===== src/rtl/systm_pkg.sv =====
// Purpose: Shared constants for the three system timers.
// Assumes: Byte-wide register port with a 16-bit address.
// Notes: Bit positions index the byte-wide control registers.
package systm_pkg;
	// Counter and address widths
	localparam int NARROW_W = 16;
	localparam int WIDE_W = 24;
	localparam int ADDR_W = 16;
	// Register addresses
	localparam logic [15:0] A_LOW_ADDR = 16'h00AE;
	localparam logic [15:0] A_HIGH_ADDR = 16'h00AF;
	localparam logic [15:0] B_LOW_ADDR = 16'h00AC;
	localparam logic [15:0] B_HIGH_ADDR = 16'h00AD;
	localparam logic [15:0] DUAL_CTL_ADDR = 16'h00CF;
	localparam logic [15:0] W_CTL_ADDR = 16'hA003;
	localparam logic [15:0] W_LOW_ADDR = 16'hA004;
	localparam logic [15:0] W_MID_ADDR = 16'hA005;
	localparam logic [15:0] W_TOP_ADDR = 16'hA006;
	// Byte counts of each counter
	localparam logic [1:0] NARROW_BYTES = 2'h2;
	localparam logic [1:0] WIDE_BYTES = 2'h3;
	// Wide timer control fields
	localparam int W_FLAG_BIT = 7;
	localparam int W_SEL_HI_BIT = 6;
	localparam int W_SEL_LO_BIT = 5;
	localparam int W_MODE_BIT = 4;
	localparam int W_RUN_BIT = 3;
	localparam int W_IEN_BIT = 0;
	localparam logic [7:0] W_CTL_MASK = 8'hF9;
	// Dual timer control fields
	localparam int B_FLAG_BIT = 7;
	localparam int B_MODE_BIT = 6;
	localparam int B_RUN_BIT = 5;
	localparam int B_IEN_BIT = 4;
	localparam int A_FLAG_BIT = 3;
	localparam int A_MODE_BIT = 2;
	localparam int A_RUN_BIT = 1;
	localparam int A_IEN_BIT = 0;
	// Reset values
	localparam logic [7:0] CTL_RESET = 8'h00;
	localparam logic [7:0] RDATA_IDLE = 8'h00;
endpackage


===== src/rtl/systm_counter.sv =====
// Purpose: One up-counter with reload register and byte writes.
// Assumes: tick is a one-cycle count enable on clk.
// Notes: A software write to the live count beats a count tick.
`timescale 1ns/1ps
module systm_counter #(
	parameter int WIDTH = 16
)
(
	// Clock and reset
	input wire logic clk,
	input wire logic reset,
	input wire logic clk_en,
	// Counting control
	input wire logic tick,
	input wire logic run,
	input wire logic reload_mode,
	// Byte write from software
	input wire logic wr_en,
	input wire logic [1:0] wr_idx,
	input wire logic [7:0] wr_data,
	// State out
	output logic [WIDTH-1:0] count,
	output logic overflow
);
	// Live count and reload value
	logic [WIDTH-1:0] count_q;
	logic [WIDTH-1:0] reload_q;
	logic step;

	// Replace one byte of a word
	function automatic logic [WIDTH-1:0] put_byte(
		input logic [WIDTH-1:0] v,
		input logic [1:0] idx,
		input logic [7:0] b);
		logic [WIDTH-1:0] r;
		r = v;
		for (int k = 0; k < WIDTH / 8; k++)
		begin
			if (idx == 2'(k))
				r[k*8 +: 8] = b;
		end
		return r;
	endfunction

	// Count only when enabled and running
	assign step = clk_en && run && tick;
	// Overflow from all ones
	assign overflow = step && (&count_q);
	assign count = count_q;

	// Reload value takes writes in reload mode only
	always_ff @(posedge clk or posedge reset)
	begin
		if (reset)
			reload_q <= '0;
		else if (clk_en && wr_en && reload_mode)
			reload_q <= put_byte(reload_q, wr_idx, wr_data);
	end

	// Live counter
	always_ff @(posedge clk or posedge reset)
	begin
		if (reset)
			count_q <= '0;
		else if (clk_en && wr_en && !reload_mode)
			count_q <= put_byte(count_q, wr_idx, wr_data);
		else if (overflow)
			// Reload or wrap to zero
			count_q <= reload_mode ? reload_q : '0;
		else if (step)
			count_q <= count_q + WIDTH'(1);
	end
endmodule


===== src/rtl/systm_timers.sv =====
// Purpose: Two 16-bit core-clock timers and one 24-bit timer.
// Assumes: Oscillator inputs are slow square waves, unrelated to clk.
// Notes: Counter reads are live; software reads high byte first.
// How it works
// - Narrow write hits reload or live count
// - Wide write hits reload or live count
// - Reads return live count, no snapshot
// - Timer A bytes at AE and AF
// - Timer B bytes at AC and AD
// - Wide timer bytes at A004 to A006
// - Wide control fields at A003
// - Select codes pick fast or slow oscillator
// - Wide mode bit picks reload or free-run
// - Counting only while run bit set
// - Wide overflow flag sticky until software write
// - Wide irq enable gates overflow request
// - Wide timer counts from its oscillator
// - Wide overflow serves as wake-up
// - Narrow timers count on core clock
// - Narrow timers have mode and run bits
// - Narrow overflow flags sticky until software write
// - Narrow irq enables gate overflow requests
//
// Design decision made here: the address-and-strobe port.
`timescale 1ns/1ps
module systm_timers
(
	// Clock, reset, freeze
	input wire logic clk,
	input wire logic reset,
	input wire logic clk_en,
	// Register port
	input wire logic [15:0] addr,
	input wire logic [7:0] wdata,
	input wire logic wr_en,
	input wire logic rd_en,
	output logic [7:0] rdata,
	// Oscillator pins
	input wire logic fast_internal_oscillator,
	input wire logic slow_internal_oscillator,
	// Requests
	output logic irq_timer_a,
	output logic irq_timer_b,
	output logic irq_wide_timer,
	output logic wake_wide_timer
);
	// Control registers
	logic [7:0] dual_ctl_q;
	logic [7:0] dual_ctl_d;
	logic [7:0] wide_ctl_q;
	logic [7:0] wide_ctl_d;
	// Read data and wake pulse
	logic [7:0] rdata_q;
	logic [7:0] rdata_d;
	logic wake_q;
	// Oscillator synchronisers, three stages each
	logic [2:0] fast_sync_q;
	logic [2:0] slow_sync_q;
	// Filtered oscillator levels
	logic fast_lvl_q;
	logic slow_lvl_q;
	logic fast_rise;
	logic slow_rise;
	logic wide_tick;
	// Counter state
	logic [15:0] a_count;
	logic [15:0] b_count;
	logic [23:0] w_count;
	logic a_ovf;
	logic b_ovf;
	logic w_ovf;
	// Decoded writes
	logic a_wr;
	logic b_wr;
	logic w_wr;
	logic dual_wr;
	logic wctl_wr;
	logic [1:0] a_idx;
	logic [1:0] b_idx;
	logic [1:0] w_idx;

	// Address falls in a block of byte registers
	function automatic logic hit(
		input logic [15:0] a,
		input logic [15:0] base,
		input logic [1:0] n);
		return (a >= base) && ((a - base) < {14'h0000, n});
	endfunction

	// Byte position inside a block
	function automatic logic [1:0] offs(
		input logic [15:0] a,
		input logic [15:0] base);
		logic [15:0] d;
		d = a - base;
		return d[1:0];
	endfunction

	// Pick one byte of a live count
	function automatic logic [7:0] get_byte(
		input logic [23:0] v,
		input logic [1:0] i);
		return v[8*i +: 8];
	endfunction

	// Write decode
	assign a_wr = wr_en &&
		hit(addr, systm_pkg::A_LOW_ADDR, systm_pkg::NARROW_BYTES);
	assign b_wr = wr_en &&
		hit(addr, systm_pkg::B_LOW_ADDR, systm_pkg::NARROW_BYTES);
	assign w_wr = wr_en &&
		hit(addr, systm_pkg::W_LOW_ADDR, systm_pkg::WIDE_BYTES);
	assign dual_wr = wr_en && (addr == systm_pkg::DUAL_CTL_ADDR);
	assign wctl_wr = wr_en && (addr == systm_pkg::W_CTL_ADDR);
	assign a_idx = offs(addr, systm_pkg::A_LOW_ADDR);
	assign b_idx = offs(addr, systm_pkg::B_LOW_ADDR);
	assign w_idx = offs(addr, systm_pkg::W_LOW_ADDR);

	// Oscillator pins pass three flops; first stage feeds only the second
	always_ff @(posedge clk or posedge reset)
	begin
		if (reset)
		begin
			fast_sync_q <= 3'h0;
			slow_sync_q <= 3'h0;
		end
		else if (clk_en)
		begin
			fast_sync_q <= {fast_sync_q[1:0], fast_internal_oscillator};
			slow_sync_q <= {slow_sync_q[1:0], slow_internal_oscillator};
		end
	end

	// Level accepted once stages two and three agree
	always_ff @(posedge clk or posedge reset)
	begin
		if (reset)
		begin
			fast_lvl_q <= 1'b0;
			slow_lvl_q <= 1'b0;
		end
		else if (clk_en)
		begin
			if (fast_sync_q[1] == fast_sync_q[2])
				fast_lvl_q <= fast_sync_q[2];
			if (slow_sync_q[1] == slow_sync_q[2])
				slow_lvl_q <= slow_sync_q[2];
		end
	end

	// Rising edge of each filtered oscillator
	assign fast_rise = (fast_sync_q[1] == fast_sync_q[2]) &&
		fast_sync_q[2] && !fast_lvl_q;
	assign slow_rise = (slow_sync_q[1] == slow_sync_q[2]) &&
		slow_sync_q[2] && !slow_lvl_q;
	// Upper select bit chooses the slow source
	assign wide_tick = wide_ctl_q[systm_pkg::W_SEL_HI_BIT] ?
		slow_rise : fast_rise;

	// Timer A, counts every core clock
	systm_counter #(.WIDTH(systm_pkg::NARROW_W)) u_timer_a
	(
		.clk(clk),
		.reset(reset),
		.clk_en(clk_en),
		.tick(1'b1),
		.run(dual_ctl_q[systm_pkg::A_RUN_BIT]),
		.reload_mode(dual_ctl_q[systm_pkg::A_MODE_BIT]),
		.wr_en(a_wr),
		.wr_idx(a_idx),
		.wr_data(wdata),
		.count(a_count),
		.overflow(a_ovf)
	);

	// Timer B, counts every core clock
	systm_counter #(.WIDTH(systm_pkg::NARROW_W)) u_timer_b
	(
		.clk(clk),
		.reset(reset),
		.clk_en(clk_en),
		.tick(1'b1),
		.run(dual_ctl_q[systm_pkg::B_RUN_BIT]),
		.reload_mode(dual_ctl_q[systm_pkg::B_MODE_BIT]),
		.wr_en(b_wr),
		.wr_idx(b_idx),
		.wr_data(wdata),
		.count(b_count),
		.overflow(b_ovf)
	);

	// Wide timer, counts selected oscillator edges
	systm_counter #(.WIDTH(systm_pkg::WIDE_W)) u_wide
	(
		.clk(clk),
		.reset(reset),
		.clk_en(clk_en),
		.tick(wide_tick),
		.run(wide_ctl_q[systm_pkg::W_RUN_BIT]),
		.reload_mode(wide_ctl_q[systm_pkg::W_MODE_BIT]),
		.wr_en(w_wr),
		.wr_idx(w_idx),
		.wr_data(wdata),
		.count(w_count),
		.overflow(w_ovf)
	);

	// Dual control next value; hardware set beats software clear
	always_comb
	begin
		dual_ctl_d = dual_ctl_q;
		if (dual_wr)
			dual_ctl_d = wdata;
		if (a_ovf)
			dual_ctl_d[systm_pkg::A_FLAG_BIT] = 1'b1;
		if (b_ovf)
			dual_ctl_d[systm_pkg::B_FLAG_BIT] = 1'b1;
	end

	// Wide control next value; unused bits stay zero
	always_comb
	begin
		wide_ctl_d = wide_ctl_q;
		if (wctl_wr)
			wide_ctl_d = wdata & systm_pkg::W_CTL_MASK;
		if (w_ovf)
			wide_ctl_d[systm_pkg::W_FLAG_BIT] = 1'b1;
	end

	// Control registers
	always_ff @(posedge clk or posedge reset)
	begin
		if (reset)
		begin
			dual_ctl_q <= systm_pkg::CTL_RESET;
			wide_ctl_q <= systm_pkg::CTL_RESET;
		end
		else if (clk_en)
		begin
			dual_ctl_q <= dual_ctl_d;
			wide_ctl_q <= wide_ctl_d;
		end
	end

	// Read mux; counts are live, never the reload value
	always_comb
	begin
		rdata_d = systm_pkg::RDATA_IDLE;
		if (!rd_en)
			rdata_d = systm_pkg::RDATA_IDLE;
		else if (hit(addr, systm_pkg::A_LOW_ADDR, systm_pkg::NARROW_BYTES))
			rdata_d = get_byte({8'h00, a_count}, a_idx);
		else if (hit(addr, systm_pkg::B_LOW_ADDR, systm_pkg::NARROW_BYTES))
			rdata_d = get_byte({8'h00, b_count}, b_idx);
		else if (hit(addr, systm_pkg::W_LOW_ADDR, systm_pkg::WIDE_BYTES))
			rdata_d = get_byte(w_count, w_idx);
		else if (addr == systm_pkg::DUAL_CTL_ADDR)
			rdata_d = dual_ctl_q;
		else if (addr == systm_pkg::W_CTL_ADDR)
			rdata_d = wide_ctl_q;
	end

	// Read data stands only in the cycle after the strobe
	always_ff @(posedge clk or posedge reset)
	begin
		if (reset)
			rdata_q <= systm_pkg::RDATA_IDLE;
		else if (clk_en)
			rdata_q <= rdata_d;
	end

	// Wake pulse regardless of irq enable, so sleep can end
	always_ff @(posedge clk or posedge reset)
	begin
		if (reset)
			wake_q <= 1'b0;
		else if (clk_en)
			wake_q <= w_ovf;
	end

	// Outputs
	assign rdata = rdata_q;
	assign wake_wide_timer = wake_q;
	// Requests follow sticky flags gated by enables
	assign irq_timer_a = dual_ctl_q[systm_pkg::A_FLAG_BIT] &&
		dual_ctl_q[systm_pkg::A_IEN_BIT];
	assign irq_timer_b = dual_ctl_q[systm_pkg::B_FLAG_BIT] &&
		dual_ctl_q[systm_pkg::B_IEN_BIT];
	assign irq_wide_timer = wide_ctl_q[systm_pkg::W_FLAG_BIT] &&
		wide_ctl_q[systm_pkg::W_IEN_BIT];
endmodule


===== config.mk =====
export PLATFORM = sky130hd
export DESIGN_NAME = systm_timers
export DESIGN_NICKNAME = d
export VERILOG_FILES = /design/src/rtl/systm_pkg.sv /design/src/rtl/systm_counter.sv /design/src/rtl/systm_timers.sv
export SDC_FILE = /design/constraint.sdc
export NUM_CORES = 1
export LEC_CHECK = 0
export ABC_AREA = 1
export BUFFER_PORTS_ARGS = -buffer_cell sky130_fd_sc_hd__buf_4
export CORE_MARGIN = 2
export CORE_UTILIZATION = 59
export DETAILED_ROUTE_END_ITERATION = 12
export HOLD_SLACK_MARGIN = 0.12
export PLACE_DENSITY = 0.73
export SLEW_MARGIN = 20
export SYNTH_ARGS = -nofsm -noshare
export SYNTH_HDL_FRONTEND = slang
export SYNTH_HIERARCHICAL = 1
export SYNTH_SLANG_ARGS = --single-unit

===== constraint.sdc =====
create_clock -name clk -period 2.04 [get_ports clk]
set_input_delay 0.408 -clock clk [delete_from_list [all_inputs] [get_ports clk]]
set_output_delay 0.408 -clock clk [all_outputs]
set_load 0.005 [all_outputs]

==> impl_metrics.csv <==
group,metric,value,unit
status,status,"finished with violations",
status,violations,"setup timing",
floorplanning,dieWidth,135,um
floorplanning,start_util,59.5,%
power_and_ir_drop,intPower,5430,uW
drt,vias,11200,
placed_design,gp_congestion,0.994,
worst_setup_path,end_kind,"register",
finish,syn2layout_area_growth,28.2,%
sta,fin_crit,2.21,ns
clock_network,htreeDepth,4,
sta,fmax,0.453,GHz
sta,rsz0062_at_grt,"true",
power_and_ir_drop,power.switching,2860,uW
clock_network,cts_sinks,143,
power_and_ir_drop,p_seq_share,38.6,%
placed_design,hpwl,23.9,mm
global_routing,grt_pass1_vias,10200,
placed_design,place_area,11800,um^2
clock_network,clk_latency,0.43,ns
sta,drv_slew,0,
drt,ant_nets,0,
drt,wire_per_inst,16.7,um
logic_synthesis,synthFlopType,"dfrtp_1",
floorplanning,die_area,18300,um^2
sta,fin_tns_setup,-4.40,ns
finish,layoutNonFillerInstCount,1993,
power_and_ir_drop,combPwrFrac,22.8,%
worst_setup_path,worstPathMaxFanout,7,
floorplanning,core-area,17100,um^2
drt,routed_via_density,5.62,
worst_setup_path,startpoint_type,"input pin",
clock_network,cts_max_path_buffers,2,
logic_synthesis,yosysMostFrequentCell,"nand2_1",
worst_setup_path,criticalPathCategory,"input pin to register",
worst_hold_path,hold_depth,3,
logic_synthesis,netlist_area,10200,um^2
drt,firstDrtPassIters,7,
global_routing,overflow,0,
logic_synthesis,synth_seq_cells,143,
finish,finalNetCount,1793,
power_and_ir_drop,p_per_area,634,nW/um^2
power_and_ir_drop,leakage,0.00658,uW
finish,final_design_area_no_fill,13100,um^2
logic_synthesis,avgSynthCellArea,6.48,um^2
logic_synthesis,synthDistinctLibCells,42,
logic_synthesis,netlist_top_cells_count,"nand2_1, nor2_1, inv_1",
placed_design,dp_cells,1944,
logic_synthesis,ys_async_sr_fraction,100,%
sta,setup-violations-final,62,
worst_hold_path,hp-start,"slow_internal_oscillator",
global_routing,antenna_found_initial,0,
finish,layout-drive-gt1-share,24.7,%
worst_setup_path,reg2reg_slack,0.07,ns
worst_hold_path,hold_path.class,"input pin to register",
logic_synthesis,synth_top_cells_by_area,"dfrtp_1, nand2_1, nor2_1, inv_1, nand3_1",
clock_network,numCtsBuffers,17,
global_routing,grt_pass1_wl,52.9,mm
clock_network,root_buffer,"clkbuf_16",
floorplanning,fp-row-count,48,
power_and_ir_drop,switching_share,34.5,%
logic_synthesis,synth_edf_count,0,
sta,skew,0.0108,ns
worst_setup_path,max_stage_delay,0.25,ns
clock_network,cts_tree,"built",
logic_synthesis,synthCells,1572,
drt,dr.first_iter.drc_count,1535,
drt,routed_wl,33.2,mm
power_and_ir_drop,vdd.ir_drop.worst,0.675,mV
power_and_ir_drop,clockPowerShare,38.6,%
sta,fin_crit_sh,108,%
finish,fillers,1308,
worst_setup_path,slowest_stage,"ha_4",
logic_synthesis,synth_top_area_share,35.1,%
finish,antenna_cells,0,
logic_synthesis,ys_warn_count,6,
worst_hold_path,hold_end,"slow_sync_q[0]",
logic_synthesis,ys_seq_area_share,35.1,%
sta,finalHoldViolations,0,
clock_network,clk_pin_slew_worst_paths,0.07,ns
worst_setup_path,ff2ff_path_depth,12,
worst_setup_path,arrival,2.53,ns
global_routing,grt_max_degree,49,
floorplanning,ios,43,
floorplanning,die_h,135,um
power_and_ir_drop,finalPower,8280,uW
placed_design,dp_slack,-0.604,ns
worst_setup_path,cp.required,2.36,ns
placed_design,port-buffer-count,42,
logic_synthesis,synth_top_area_cell,"dfrtp_1",
worst_setup_path,rr_startpoint,"slow_sync_q[1]",
worst_setup_path,worstReg2RegEnd,"u_wide/count[17]",
global_routing,grt_usage,36.8,%
sta,timing.final.ws_setup,-0.166,ns
worst_setup_path,path_cells,"buf_12 -> buf_6 -> ha_4 -> nand2_2 -> nor2_2 -> nand3_1 -> nor2_1 -> nand3_1 -> nor2_4 -> nand3_4 -> nor2_4 -> nand3_4 -> nand2_2 -> nand2_8 -> buf_4 -> nor2_1 -> a21oi_1",
drt,drc_errors,0,
run,cap_violations,0,
## flip-flops by register name, indices dropped and copies added (netlist names)
| signal | flops |
|---|---|
| u_wide/count | 24 |
| u_wide/reload_q | 24 |
| u_timer_a/count | 16 |
| u_timer_a/reload_q | 16 |
| u_timer_b/count | 16 |
| u_timer_b/reload_q | 16 |
| dual_ctl_q | 8 |
| rdata | 8 |
| wide_ctl_q | 6 |
| fast_sync_q | 3 |
| slow_sync_q | 3 |
| fast_lvl_q | 1 |
| slow_lvl_q | 1 |
| wake_wide_timer | 1 |
## per-layer routing
metal | track usage (%) | part of all wire [%] | up-vias
li1 | - | - | 5356
met1 | 52.3 | 44 | 5171
met2 | 57.7 | 46 | 582
met3 | 6.88 | 8.3 | 85
met4 | 10.4 | 2.5 | 0
met5 | 0 | 0 | -
## worst max path at each step
stage	from	slack, ns	to
finish	addr[2]	-0.17	u_timer_a/count[12]
global route	addr[5]	-0.28	u_timer_b/count[15]
CTS	addr[2]	-0.08	u_timer_a/count[15]
detailed placement	addr[2]	-0.60	u_timer_a/count[13]
global placement	addr[3]	-0.56	u_timer_b/count[13]
floorplan	addr[1]	-0.52	u_timer_a/count[13]
## layout make-up
type	instances	area (um^2)	share of cell area [%]
clock buffers	17	425	3.26
clock inverters	15	165	1.26
inverters	171	694	5.32
multi-input cells	1229	6290	48.2
flip-flops and latches	143	3580	27.4
well taps	225	282	2.16
repair buffers	192	1620	12.4
repair inverters	1	7.51	0.0575
## critical path, delay by kind of cell
kind	cells	cell delay, ns
AO/OA/AOI/OAI	1	0.05
adder cells (fa/ha/maj)	1	0.25
buffers and inverters	3	0.40
AND/OR/NAND/NOR	12	1.40
## logic make-up after synthesis
kind of cell / Yosys count / synth area share, %
flip-flops: 143 / 35.1
adder cells (fa/ha/maj): 7 / 0.859
XOR/XNOR: 23 / 1.98
buffers and inverters: 201 / 8.09
multiplexers: 3 / 0.442
other: 1 / 0.0368
AND/OR/NAND/NOR: 999 / 43.2
AO/OA/AOI/OAI: 195 / 10.3
## through the flow
stage | hold slack (ns) | utilization, %
global route | 0.192 | 76.3
detailed placement | 0.394 | 69.0
finish | 0.187 | 76.3
CTS | 0.184 | 73.8
floorplan | 0.442 | -
global placement | 0.388 | 69.0
## power groups by stage
stage	combinational [uW]	sequential, uW	clock (uW)
2_1_floorplan	1200	3210	0
3_3_place_gp	1720	3240	0
3_5_place_dp	1760	3240	0
4_1_cts	1800	3190	3230
5_1_grt	2090	3220	3360
6_report	1880	3200	3200
## placed cells by master (no fill, tap or decap), types with 5 or more instances in the layout
| cell type | netlist | routed |
|---|---|---|
| clkbuf_16 | 0 | 17 |
| nand3b_1 | 6 | 6 |
| nor2_2 | 16 | 47 |
| inv_2 | 15 | 13 |
| nand2_4 | 7 | 14 |
| xnor2_1 | 9 | 9 |
| nand4_1 | 39 | 39 |
| nor2_1 | 290 | 236 |
| nand2_1 | 484 | 454 |
| o21ai_1 | 28 | 38 |
| inv_6 | 0 | 8 |
| inv_8 | 0 | 7 |
| buf_6 | 3 | 23 |
| nor2_4 | 19 | 42 |
| buf_12 | 0 | 7 |
| a21oi_1 | 57 | 53 |
| inv_1 | 156 | 147 |
| nand2_2 | 18 | 39 |
| buf_4 | 0 | 161 |
| nand3_2 | 8 | 15 |
| o21ai_0 | 93 | 81 |
| nand3_1 | 97 | 89 |
| o21ai_2 | 5 | 7 |
| dfrtp_1 | 143 | 143 |
| a21oi_4 | 2 | 5 |
| ha_1 | 7 | 5 |
| xor2_1 | 14 | 14 |
| inv_4 | 0 | 6 |
## what timing repair did
action	in CTS	in global routing
endpoints found under the setup margin	74	88
gates resized for setup	54	119
cloned	1	1
pin swaps	33	40
hold buffers	1	0
hold endpoints to repair	111	0
buffers inserted	7	7
Power figures use the tool's default switching activity.
